<file path="config.mk">
export PLATFORM = sky130hd
export DESIGN_NAME = sfdp_and_unique_id_readout
export DESIGN_NICKNAME = d
export VERILOG_FILES = /design/src/sfdp_pkg.sv /design/src/sfdp_uid_readout.sv
export SDC_FILE = /design/constraint.sdc
export NUM_CORES = 1
export LEC_CHECK = 0
export ABC_AREA = 1
export BUFFER_PORTS_ARGS = -buffer_cell sky130_fd_sc_hd__buf_2
export CORE_MARGIN = 3
export CORE_UTILIZATION = 54
export CTS_CLUSTER_SIZE = 12
export DETAILED_ROUTE_END_ITERATION = 8
export GPL_ROUTABILITY_DRIVEN = 1
export PLACE_DENSITY = 0.72
export SLEW_MARGIN = 20
export SYNTH_ARGS = -nofsm -noshare
export SYNTH_HDL_FRONTEND = slang
export SYNTH_SLANG_ARGS = --single-unit
</file>
<file path="constraint.sdc">
create_clock -name mclk_i -period 3.4 [get_ports mclk_i]
set_input_delay 0 -clock mclk_i [delete_from_list [all_inputs] [get_ports mclk_i]]
set_output_delay 0 -clock mclk_i [all_outputs]
set_load 0.1 [all_outputs]
</file>
<file path="src/sfdp_pkg.sv">
// Constants, tables and types for the parameter and identifier read-out
// ---------------------------------------------------------------------
// What this block does
// - A fixed 128-bit per-part identifier is held read-only; no command alters it.
// - Opcode 5AH, address 000194H, one dummy byte, then 16 identifier bytes, then FFH until deselect.
// - Bytes 00H-03H give 53H 46H 44H 50H; 04H gives 00H; 05H gives 01H.
// - Byte 06H gives 01H: two parameter headers follow the signature.
// - Unused header bytes 07H, 0FH, 17H always give FFH.
// - First header: ID 00H, revision 1.0, length 09H, pointer 000030H.
// - Second header: revision 1.0, length 03H, pointer 000060H.
// - Byte 10H gives the maker code, not a standard table ID.
// - Byte 30H gives E5H and byte 31H gives 4KB erase opcode 20H.
// - Byte 32H gives F1H and byte 33H gives FFH.
// - Byte 38H gives 44H and byte 39H gives EBH.
// - Byte 3AH gives 08H for the 1-1-4 read timing.
// - Byte 3BH gives 6BH, the 1-1-4 fast read opcode.
// - Parameter space is read with opcode 5AH only.
// ---------------------------------------------------------------------
package sfdp_pkg;

   // ---------------------------------------------------------------
   // Serial command framing
   // ---------------------------------------------------------------
   localparam logic [7:0] OP_PARAM_READ = 8'h5a;
   localparam logic [5:0] CMD_LAST = 6'h07;
   localparam logic [5:0] ADDR_LAST = 6'h1f;
   localparam logic [5:0] DUMMY_LAST = 6'h27;
   localparam logic [23:0] UID_ADDR = 24'h000194;
   localparam logic [23:0] UID_LEN = 24'h000010;

   // ---------------------------------------------------------------
   // Parameter space layout and contents (byte 0 in the low bits)
   // ---------------------------------------------------------------
   localparam logic [23:0] HDR_LEN = 24'h000018;
   localparam logic [23:0] MAKER_ID_ADDR = 24'h000010;
   localparam logic [191:0] HDR_BYTES =
      192'hff000060_03010000_ff000030_09010000_ff010100_50444653;
   localparam logic [23:0] BASIC_BASE = 24'h000030;
   localparam logic [23:0] BASIC_LEN = 24'h00000c;
   localparam logic [95:0] BASIC_BYTES = 96'h6b08eb44_007fffff_fff120e5;
   localparam logic [7:0] BLANK_BYTE = 8'hff;

   // ---------------------------------------------------------------
   // Values after reset
   // ---------------------------------------------------------------
   localparam logic [127:0] UID_RESET = 128'h0;
   localparam logic [7:0] BYTE_RESET = 8'hff;

   typedef struct packed {
      logic sclk;
      logic cs_n;
      logic si;
   } spi_pins_s;

   localparam spi_pins_s PINS_IDLE = '{sclk: 1'b0, cs_n: 1'b1, si: 1'b0};

   typedef enum logic [2:0] {
      ST_IDLE, ST_CMD, ST_ADDR, ST_DUMMY, ST_DATA, ST_IGNORE
   } link_state_e;

endpackage

</file>
<file path="src/sfdp_uid_readout.sv">
// Read-out engine for discoverable parameters and the unique identifier
`timescale 1ns/1ns

// ---------------------------------------------------------------------
// Byte FIFO between table fetch and serial shifter
// ---------------------------------------------------------------------
module byte_fifo #(
   parameter int WIDTH = 8,
   parameter int DEPTH = 8
) (
   input wire logic clk_i,                 // System clock
   input wire logic arst_n_i,              // Async reset, active low
   input wire logic flush_i,               // Empties the FIFO
   input wire logic in_valid_i,            // Write request
   output logic in_ready_o,                // Room for a word
   input wire logic [WIDTH-1:0] in_data_i, // Write data
   output logic out_valid_o,               // Word available
   input wire logic out_ready_i,           // Read request
   output logic [WIDTH-1:0] out_data_o     // Head word
);
   localparam int AW = (DEPTH > 1) ? $clog2(DEPTH) : 1;
   localparam logic [AW:0] DEPTH_CNT = (AW+1)'(DEPTH);
   localparam logic [AW-1:0] LAST_IDX = AW'(DEPTH - 1);

   logic [WIDTH-1:0] mem_q [DEPTH];
   logic [AW-1:0] wr_q;
   logic [AW-1:0] rd_q;
   logic [AW:0] cnt_q;
   wire logic do_wr = in_valid_i & in_ready_o;
   wire logic do_rd = out_valid_o & out_ready_i;
   wire logic [AW-1:0] wr_nxt = (wr_q == LAST_IDX) ? '0 : wr_q + 1'b1;
   wire logic [AW-1:0] rd_nxt = (rd_q == LAST_IDX) ? '0 : rd_q + 1'b1;

   assign in_ready_o = (cnt_q != DEPTH_CNT) & ~flush_i;
   assign out_valid_o = (cnt_q != '0) & ~flush_i;
   assign out_data_o = mem_q[rd_q];

   always_ff @(posedge clk_i) begin
      if (do_wr) begin
         mem_q[wr_q] <= in_data_i;
      end
   end

   always_ff @(posedge clk_i or negedge arst_n_i) begin
      if (!arst_n_i) begin
         wr_q <= '0;
         rd_q <= '0;
         cnt_q <= '0;
      end else if (flush_i) begin
         wr_q <= '0;
         rd_q <= '0;
         cnt_q <= '0;
      end else begin
         if (do_wr) begin
            wr_q <= wr_nxt;
         end
         if (do_rd) begin
            rd_q <= rd_nxt;
         end
         cnt_q <= cnt_q + (AW+1)'(do_wr) - (AW+1)'(do_rd);
      end
   end
endmodule // byte_fifo

// ---------------------------------------------------------------------
// Serial flash read-out top
// ---------------------------------------------------------------------
module sfdp_and_unique_id_readout
   import sfdp_pkg::*;
#(
   // Arbitrary neutral maker code
   parameter logic [7:0] MAKER_ID = 8'ha7,
   parameter int FIFO_DEPTH = 8
) (
   input wire logic mclk_i,           // 20 MHz system clock
   input wire logic arst_n_i,         // Async reset, active low
   input wire logic sclk_i,           // Serial clock pin
   input wire logic cs_n_i,           // Chip select pin, active low
   input wire logic si_i,             // Serial data in pin
   input wire logic [127:0] uid_i,    // Factory identifier fuses
   output logic so_o,                 // Serial data out
   output logic so_oe_o,              // Serial data out drive enable
   output logic read_active_o,        // Data phase in progress
   output logic unique_id_read_o      // Current read is the identifier
);

   // ---------------------------------------------------------------
   // Pin synchronisers and edge detect
   // ---------------------------------------------------------------
   spi_pins_s pin_s1_q;
   spi_pins_s pin_s2_q;
   logic sclk_prev_q;

   always_ff @(posedge mclk_i or negedge arst_n_i) begin
      if (!arst_n_i) begin
         pin_s1_q <= PINS_IDLE;
         pin_s2_q <= PINS_IDLE;
         sclk_prev_q <= 1'b0;
      end else begin
         pin_s1_q <= '{sclk: sclk_i, cs_n: cs_n_i, si: si_i};
         pin_s2_q <= pin_s1_q;
         sclk_prev_q <= pin_s2_q.sclk;
      end
   end

   wire logic rise = pin_s2_q.sclk & ~sclk_prev_q;
   wire logic fall = ~pin_s2_q.sclk & sclk_prev_q;
   wire logic sel = ~pin_s2_q.cs_n;
   wire logic si_s = pin_s2_q.si;

   // ---------------------------------------------------------------
   // Identifier capture, once after reset release
   // ---------------------------------------------------------------
   logic [127:0] uid_q;
   logic uid_done_q;

   always_ff @(posedge mclk_i or negedge arst_n_i) begin
      if (!arst_n_i) begin
         uid_q <= UID_RESET;
         uid_done_q <= 1'b0;
      end else if (!uid_done_q) begin
         uid_q <= uid_i;
         uid_done_q <= 1'b1;
      end
   end

   // ---------------------------------------------------------------
   // Command, address and dummy phases
   // ---------------------------------------------------------------
   link_state_e state_q, state_d;
   logic [5:0] cnt_q;
   logic [23:0] in_sh_q;
   wire logic [23:0] in_sh_nxt = {in_sh_q[22:0], si_s};
   wire logic cmd_ok = (in_sh_nxt[7:0] == OP_PARAM_READ);
   wire logic addr_done = rise & (state_q == ST_ADDR) & (cnt_q == ADDR_LAST);
   wire logic in_frame = (state_q == ST_CMD) | (state_q == ST_ADDR) |
                         (state_q == ST_DUMMY);

   always_comb begin
      state_d = state_q;
      if (!sel) begin
         state_d = ST_IDLE;
      end else if (rise) begin
         unique case (state_q)
            ST_IDLE: state_d = ST_CMD;
            ST_CMD: begin
               if (cnt_q == CMD_LAST) begin
                  state_d = cmd_ok ? ST_ADDR : ST_IGNORE;
               end
            end
            ST_ADDR: begin
               if (cnt_q == ADDR_LAST) begin
                  state_d = ST_DUMMY;
               end
            end
            ST_DUMMY: begin
               if (cnt_q == DUMMY_LAST) begin
                  state_d = ST_DATA;
               end
            end
            ST_DATA: state_d = ST_DATA;
            ST_IGNORE: state_d = ST_IGNORE;
         endcase
      end else if (state_q == ST_IDLE) begin
         state_d = ST_CMD;
      end
   end

   always_ff @(posedge mclk_i or negedge arst_n_i) begin
      if (!arst_n_i) begin
         state_q <= ST_IDLE;
         cnt_q <= '0;
         in_sh_q <= '0;
      end else begin
         state_q <= state_d;
         if (state_d == ST_IDLE) begin
            cnt_q <= '0;
         end else if (rise & in_frame) begin
            cnt_q <= cnt_q + 6'h01;
            in_sh_q <= in_sh_nxt;
         end
      end
   end

   // ---------------------------------------------------------------
   // Table fetch into the FIFO
   // ---------------------------------------------------------------
   function automatic logic [7:0] param_byte(input logic [23:0] a);
      logic [23:0] off;
      off = a - BASIC_BASE;
      if (a == MAKER_ID_ADDR) begin
         param_byte = MAKER_ID;
      end else if (a < HDR_LEN) begin
         param_byte = 8'(HDR_BYTES >> {a[4:0], 3'b000});
      end else if (a >= BASIC_BASE && off < BASIC_LEN) begin
         param_byte = 8'(BASIC_BYTES >> {off[3:0], 3'b000});
      end else begin
         param_byte = BLANK_BYTE;
      end
   endfunction

   logic [23:0] addr_q;
   logic fetch_q;
   logic uid_sel_q;
   wire logic [23:0] uid_off = addr_q - UID_ADDR;
   wire logic [7:0] uid_byte = (uid_off < UID_LEN) ?
      8'(uid_q >> {~uid_off[3:0], 3'b000}) : BLANK_BYTE;
   wire logic [7:0] push_data = uid_sel_q ? uid_byte : param_byte(addr_q);
   wire logic flush = (state_q == ST_IDLE) | (state_q == ST_IGNORE);
   logic push_ready;
   wire logic push = fetch_q & push_ready;

   always_ff @(posedge mclk_i or negedge arst_n_i) begin
      if (!arst_n_i) begin
         addr_q <= '0;
         fetch_q <= 1'b0;
         uid_sel_q <= 1'b0;
      end else if (flush) begin
         fetch_q <= 1'b0;
         uid_sel_q <= 1'b0;
      end else if (addr_done) begin
         addr_q <= in_sh_nxt;
         fetch_q <= 1'b1;
         uid_sel_q <= (in_sh_nxt == UID_ADDR);
      end else if (push) begin
         addr_q <= addr_q + 24'h000001;
      end
   end

   logic pop_valid;
   logic [7:0] pop_data;
   logic [2:0] bit_q;
   wire logic shift_ev = fall & (state_q == ST_DATA);
   wire logic pop = shift_ev & (bit_q == 3'h0);

   byte_fifo #(
      .WIDTH(8),
      .DEPTH(FIFO_DEPTH)
   ) u_fifo (
      .clk_i(mclk_i),
      .arst_n_i(arst_n_i),
      .flush_i(flush),
      .in_valid_i(fetch_q),
      .in_ready_o(push_ready),
      .in_data_i(push_data),
      .out_valid_o(pop_valid),
      .out_ready_i(pop),
      .out_data_o(pop_data)
   );

   // ---------------------------------------------------------------
   // Output shifter, one bit per serial clock falling edge
   // ---------------------------------------------------------------
   logic [7:0] out_sh_q;
   logic so_q;
   logic so_oe_q;
   wire logic [7:0] next_byte = pop_valid ? pop_data : BLANK_BYTE;

   always_ff @(posedge mclk_i or negedge arst_n_i) begin
      if (!arst_n_i) begin
         out_sh_q <= BYTE_RESET;
         bit_q <= '0;
         so_q <= 1'b1;
         so_oe_q <= 1'b0;
      end else begin
         so_oe_q <= (state_d == ST_DATA);
         if (state_q != ST_DATA) begin
            bit_q <= '0;
            so_q <= 1'b1;
         end else if (pop) begin
            so_q <= next_byte[7];
            out_sh_q <= {next_byte[6:0], 1'b1};
            bit_q <= 3'h1;
         end else if (shift_ev) begin
            so_q <= out_sh_q[7];
            out_sh_q <= {out_sh_q[6:0], 1'b1};
            bit_q <= bit_q + 3'h1;
         end
      end
   end

   assign so_o = so_q;
   assign so_oe_o = so_oe_q;
   assign read_active_o = (state_q == ST_DATA);
   assign unique_id_read_o = uid_sel_q;
endmodule // sfdp_and_unique_id_readout

</file>
==> results.yml <==
outcome:
  outcome: "complete, no violations"
logic_synthesis:
  synthArstFlopShare_pct: 77.14
  post_syn_nets: 1736
  ys_ff_latch: 280
  postSynth.topFlopCell: "sky130_fd_sc_hd__dfrtp_1"
  postSynthAreaPerCell_um2: 9.238
  synthDistinctLibCells: 62
  synth_top_family_by_area: "simple AND/OR/NAND/NOR gates"
  syn-instance-count: 1580
  synthAdderAreaFrac_pct: 2.023
  netlist_area_um2: 14600
  synth_xor_area_share_pct: 1.020
  synthDominantCellAreaShare_pct: 35.32
  synth_sequential_area_ratio_pct: 50.28
  synth-compound-area-share_pct: 12.15
  muxShareOfSynthArea_pct: 8.795
  synth_enable_flop_cells: 64
  synthTopCellsByArea: "sky130_fd_sc_hd__dfrtp_1, sky130_fd_sc_hd__edfxtp_1, sky130_fd_sc_hd__mux2_2"
  ys.warnings.count: 0
  synthSimpleGateAreaFrac_pct: 19.62
  synth_top_area_cell: "sky130_fd_sc_hd__dfrtp_1"
global_routing:
  first_global_vias: 12805
  grt_pass1_wl_mm: 68.32
  largest_net_degree_at_the_start_of_global_routing: 105
  grt_antenna_before_repair: 2
  track_usage_pct: 29.22
  globalRouteOverflowTotal: 0
timing:
  worst_pin_slew_ps: 944.9
  pnr_worst_setup_slack_ps: 619.7
  highest_attainable_clock_frequency_mhz: 359.7
  finalCritPeriodShare_pct: 81.77
  hold_worst_slack_ps: 33.23
  skew_ps: 25.27
  grt_setup_unrepaired: "no"
  timing_hold_violations_final: 0
  report.final.slew_viol_count: 0
  worst_slew_margin_pct: 36.93
  final-setup-viol-count: 0
  post-route-min-period_ps: 2780
  fin_setup_tns_ps: 0
floorplan:
  ios: 137
  dieHeight_um: 170.4
  die_area_um2: 29040
  starting_density_of_the_core_pct: 55.54
  rows: 59
  floorplan.core_area_um2: 26280
  die_width_um: 170.4
power_and_ir_drop:
  power_density_nw_per_um2: 422.3
  peakVddDrop_v: 0.0004474
  static-leakage-power_uw: 0.008150
cells_and_area:
  area.growth.synth_to_final_pct: 22.24
  highest_count_cells_in_the_layout_ignoring_fill_and_taps: "sky130_fd_sc_hd__nand2_1, sky130_fd_sc_hd__dfrtp_1, sky130_fd_sc_hd__nor2_1, sky130_fd_sc_hd__buf_2, sky130_fd_sc_hd__dlygate4sd3_1"
  layout.nets: 1993
  layout-drive-gt1-share_pct: 21.83
  final.fill_count: 1991
  layout.cells.most_common: "sky130_fd_sc_hd__nand2_1"
  finalNonFillerCells: 2197
clocking:
  clk_latency_ps: 580
  cts_post_setup_buffers_inserted: 0
  cts_made_buffers: 30
  clk_pin_slew_ps: 60
  cts_tree: "yes"
  clock-root-buffer: "sky130_fd_sc_hd__clkbuf_16"
  cts_max_level: 1
  cts-root-to-sink-buffers: 3
  clkSinkCount: 280
route:
  drtAntennaViolNets: 0
  drt_pass1_iterations: 6
  number_of_vias_in_the_routed_layout: 12731
  detail_route.vias_per_cell: 5.795
  drt_wl_total_mm: 42.11
  drt_drc: 0
  average_routed_wire_per_standard_cell_um: 19.17
  drt_first_iter_violations: 1173
setup_path:
  start_kind: "flip-flop"
  crit_fanout: 26
  path_class: "flip-flop to flip-flop"
  timing.critical_path.to_type: "flip-flop"
  required_ps: 3690
  critPathArrivalTime_ps: 3070
run:
  drv.max_cap_violation_count: 0
place:
  finalWeightedCongestion: 0.9497
  hpwlAfterDp_mm: 26.33
  buffer_ports.inserted: 136
  placed_cells_incl_taps: 2008
  placement.setup.worst_slack_ps: 794.2
hold_path:
  min-delay-path-class: "input port to async pin"
-- worst paths after layout --
path	cells past startpoint	to	slack [ps]	start
worst max-delay path	12	u_fifo.mem_q[7][2]	620	addr_q[0]
worst min-delay path	2	in_sh_q[21]	30	arst_n_i
worst max register to register	12	u_fifo.mem_q[7][2]	620	addr_q[0]
worst min register to register	0	si_s	350	pin_s1_q[0]
max in group asynchronous	3	out_sh_q[6]	2400	arst_n_i
min in group mclk_i	2	pin_s1_q[2]	90	sclk_i
-- cell type report --
class / instances / area [um2] / area share, %
inverter: 140 / 526.8 / 2.952
sequential: 280 / 7345 / 41.16
multi-input combinational: 1086 / 6370 / 35.70
clock inverter: 7 / 58.81 / 0.3296
tap: 335 / 419.2 / 2.349
timing repair buffer: 299 / 2270 / 12.72
clock buffer: 48 / 848.3 / 4.755
antenna: 2 / 5.005 / 0.02805
-- state kept, by name, indices dropped and copies added (netlist names), 4 cells and up --
register / cells
u_fifo.cnt_q: 4
uid_q: 128
addr_q: 24
u_fifo.mem_q: 64
out_sh_q: 7
cnt_q: 6
in_sh_q: 23
-- power by group --
group / total, uW / switching (uW) / internal, uW
Sequential: 3790 / 145 / 3650
Combinational: 662 / 308 / 354
Clock: 3080 / 1370 / 1710
Total: 7530 / 1820 / 5710
-- worst max-delay path, stage by stage (launching register included) --
cell	delay [ps]
sky130_fd_sc_hd__dfrtp_2	660
sky130_fd_sc_hd__inv_2	310
sky130_fd_sc_hd__buf_4	300
sky130_fd_sc_hd__o21ai_0	250
sky130_fd_sc_hd__o21ai_0	190
sky130_fd_sc_hd__nand2_1	120
sky130_fd_sc_hd__nand3_1	100
sky130_fd_sc_hd__nand2_1	90
sky130_fd_sc_hd__nand2_1	70
sky130_fd_sc_hd__inv_1	70
sky130_fd_sc_hd__nand4_1	100
sky130_fd_sc_hd__nand2_1	110
sky130_fd_sc_hd__inv_1	120
-- cell usage after synthesis, types with 17 or more instances --
library cell               instances
sky130_fd_sc_hd__clkbuf_1         40
sky130_fd_sc_hd__dfrtp_1         206
sky130_fd_sc_hd__inv_1           128
sky130_fd_sc_hd__edfxtp_1         64
sky130_fd_sc_hd__nor2_2           18
sky130_fd_sc_hd__mux2_2          114
sky130_fd_sc_hd__ha_1             22
sky130_fd_sc_hd__nor2_1          168
sky130_fd_sc_hd__buf_2            19
sky130_fd_sc_hd__o21a_1           17
sky130_fd_sc_hd__nor3_1           18
sky130_fd_sc_hd__nand4_1          21
sky130_fd_sc_hd__nand2_1         279
sky130_fd_sc_hd__nand3_1          69
sky130_fd_sc_hd__o22ai_1          18
sky130_fd_sc_hd__a21oi_1          75
sky130_fd_sc_hd__o21ai_0         120
-- what timing repair did --
action	CTS	global route
hold buffers	132	0
hold endpoints to repair	230	0
gates resized for setup	0	0
endpoints found under the setup margin	0	0
-- layer usage --
metal | GRT usage [%] | up-vias | part of all wire, %
met4 | 11.29 | 0 | 4.1
li1 | - | 5872 | -
met1 | 39.10 | 6151 | 41
met2 | 48.87 | 583 | 48
met3 | 3.763 | 125 | 6.3
met5 | 0 | - | 0
-- through the flow --
stage	instance area (um2)	total power [uW]	utilization [%]
floorplan	14600	4106	-
global placement	15610	4337	59.39
detailed placement	15610	4357	59.39
CTS	17840	7505	67.87
global route	17840	7768	67.88
finish	17840	7534	67.89
-- kinds of logic (layout without fill, tap and decap cells) --
family                   after synthesis  count (layout)
AO/OA/AOI/OAI                        302             302
AND/OR/NAND/NOR                      629             629
buffers and inverters                214             494
XOR/XNOR                              17              17
adder cells (fa/ha/maj)               23              23
flip-flops                           280             280
multiplexers                         114             114
other                                  1               3
(Power assumes the default switching activity.)
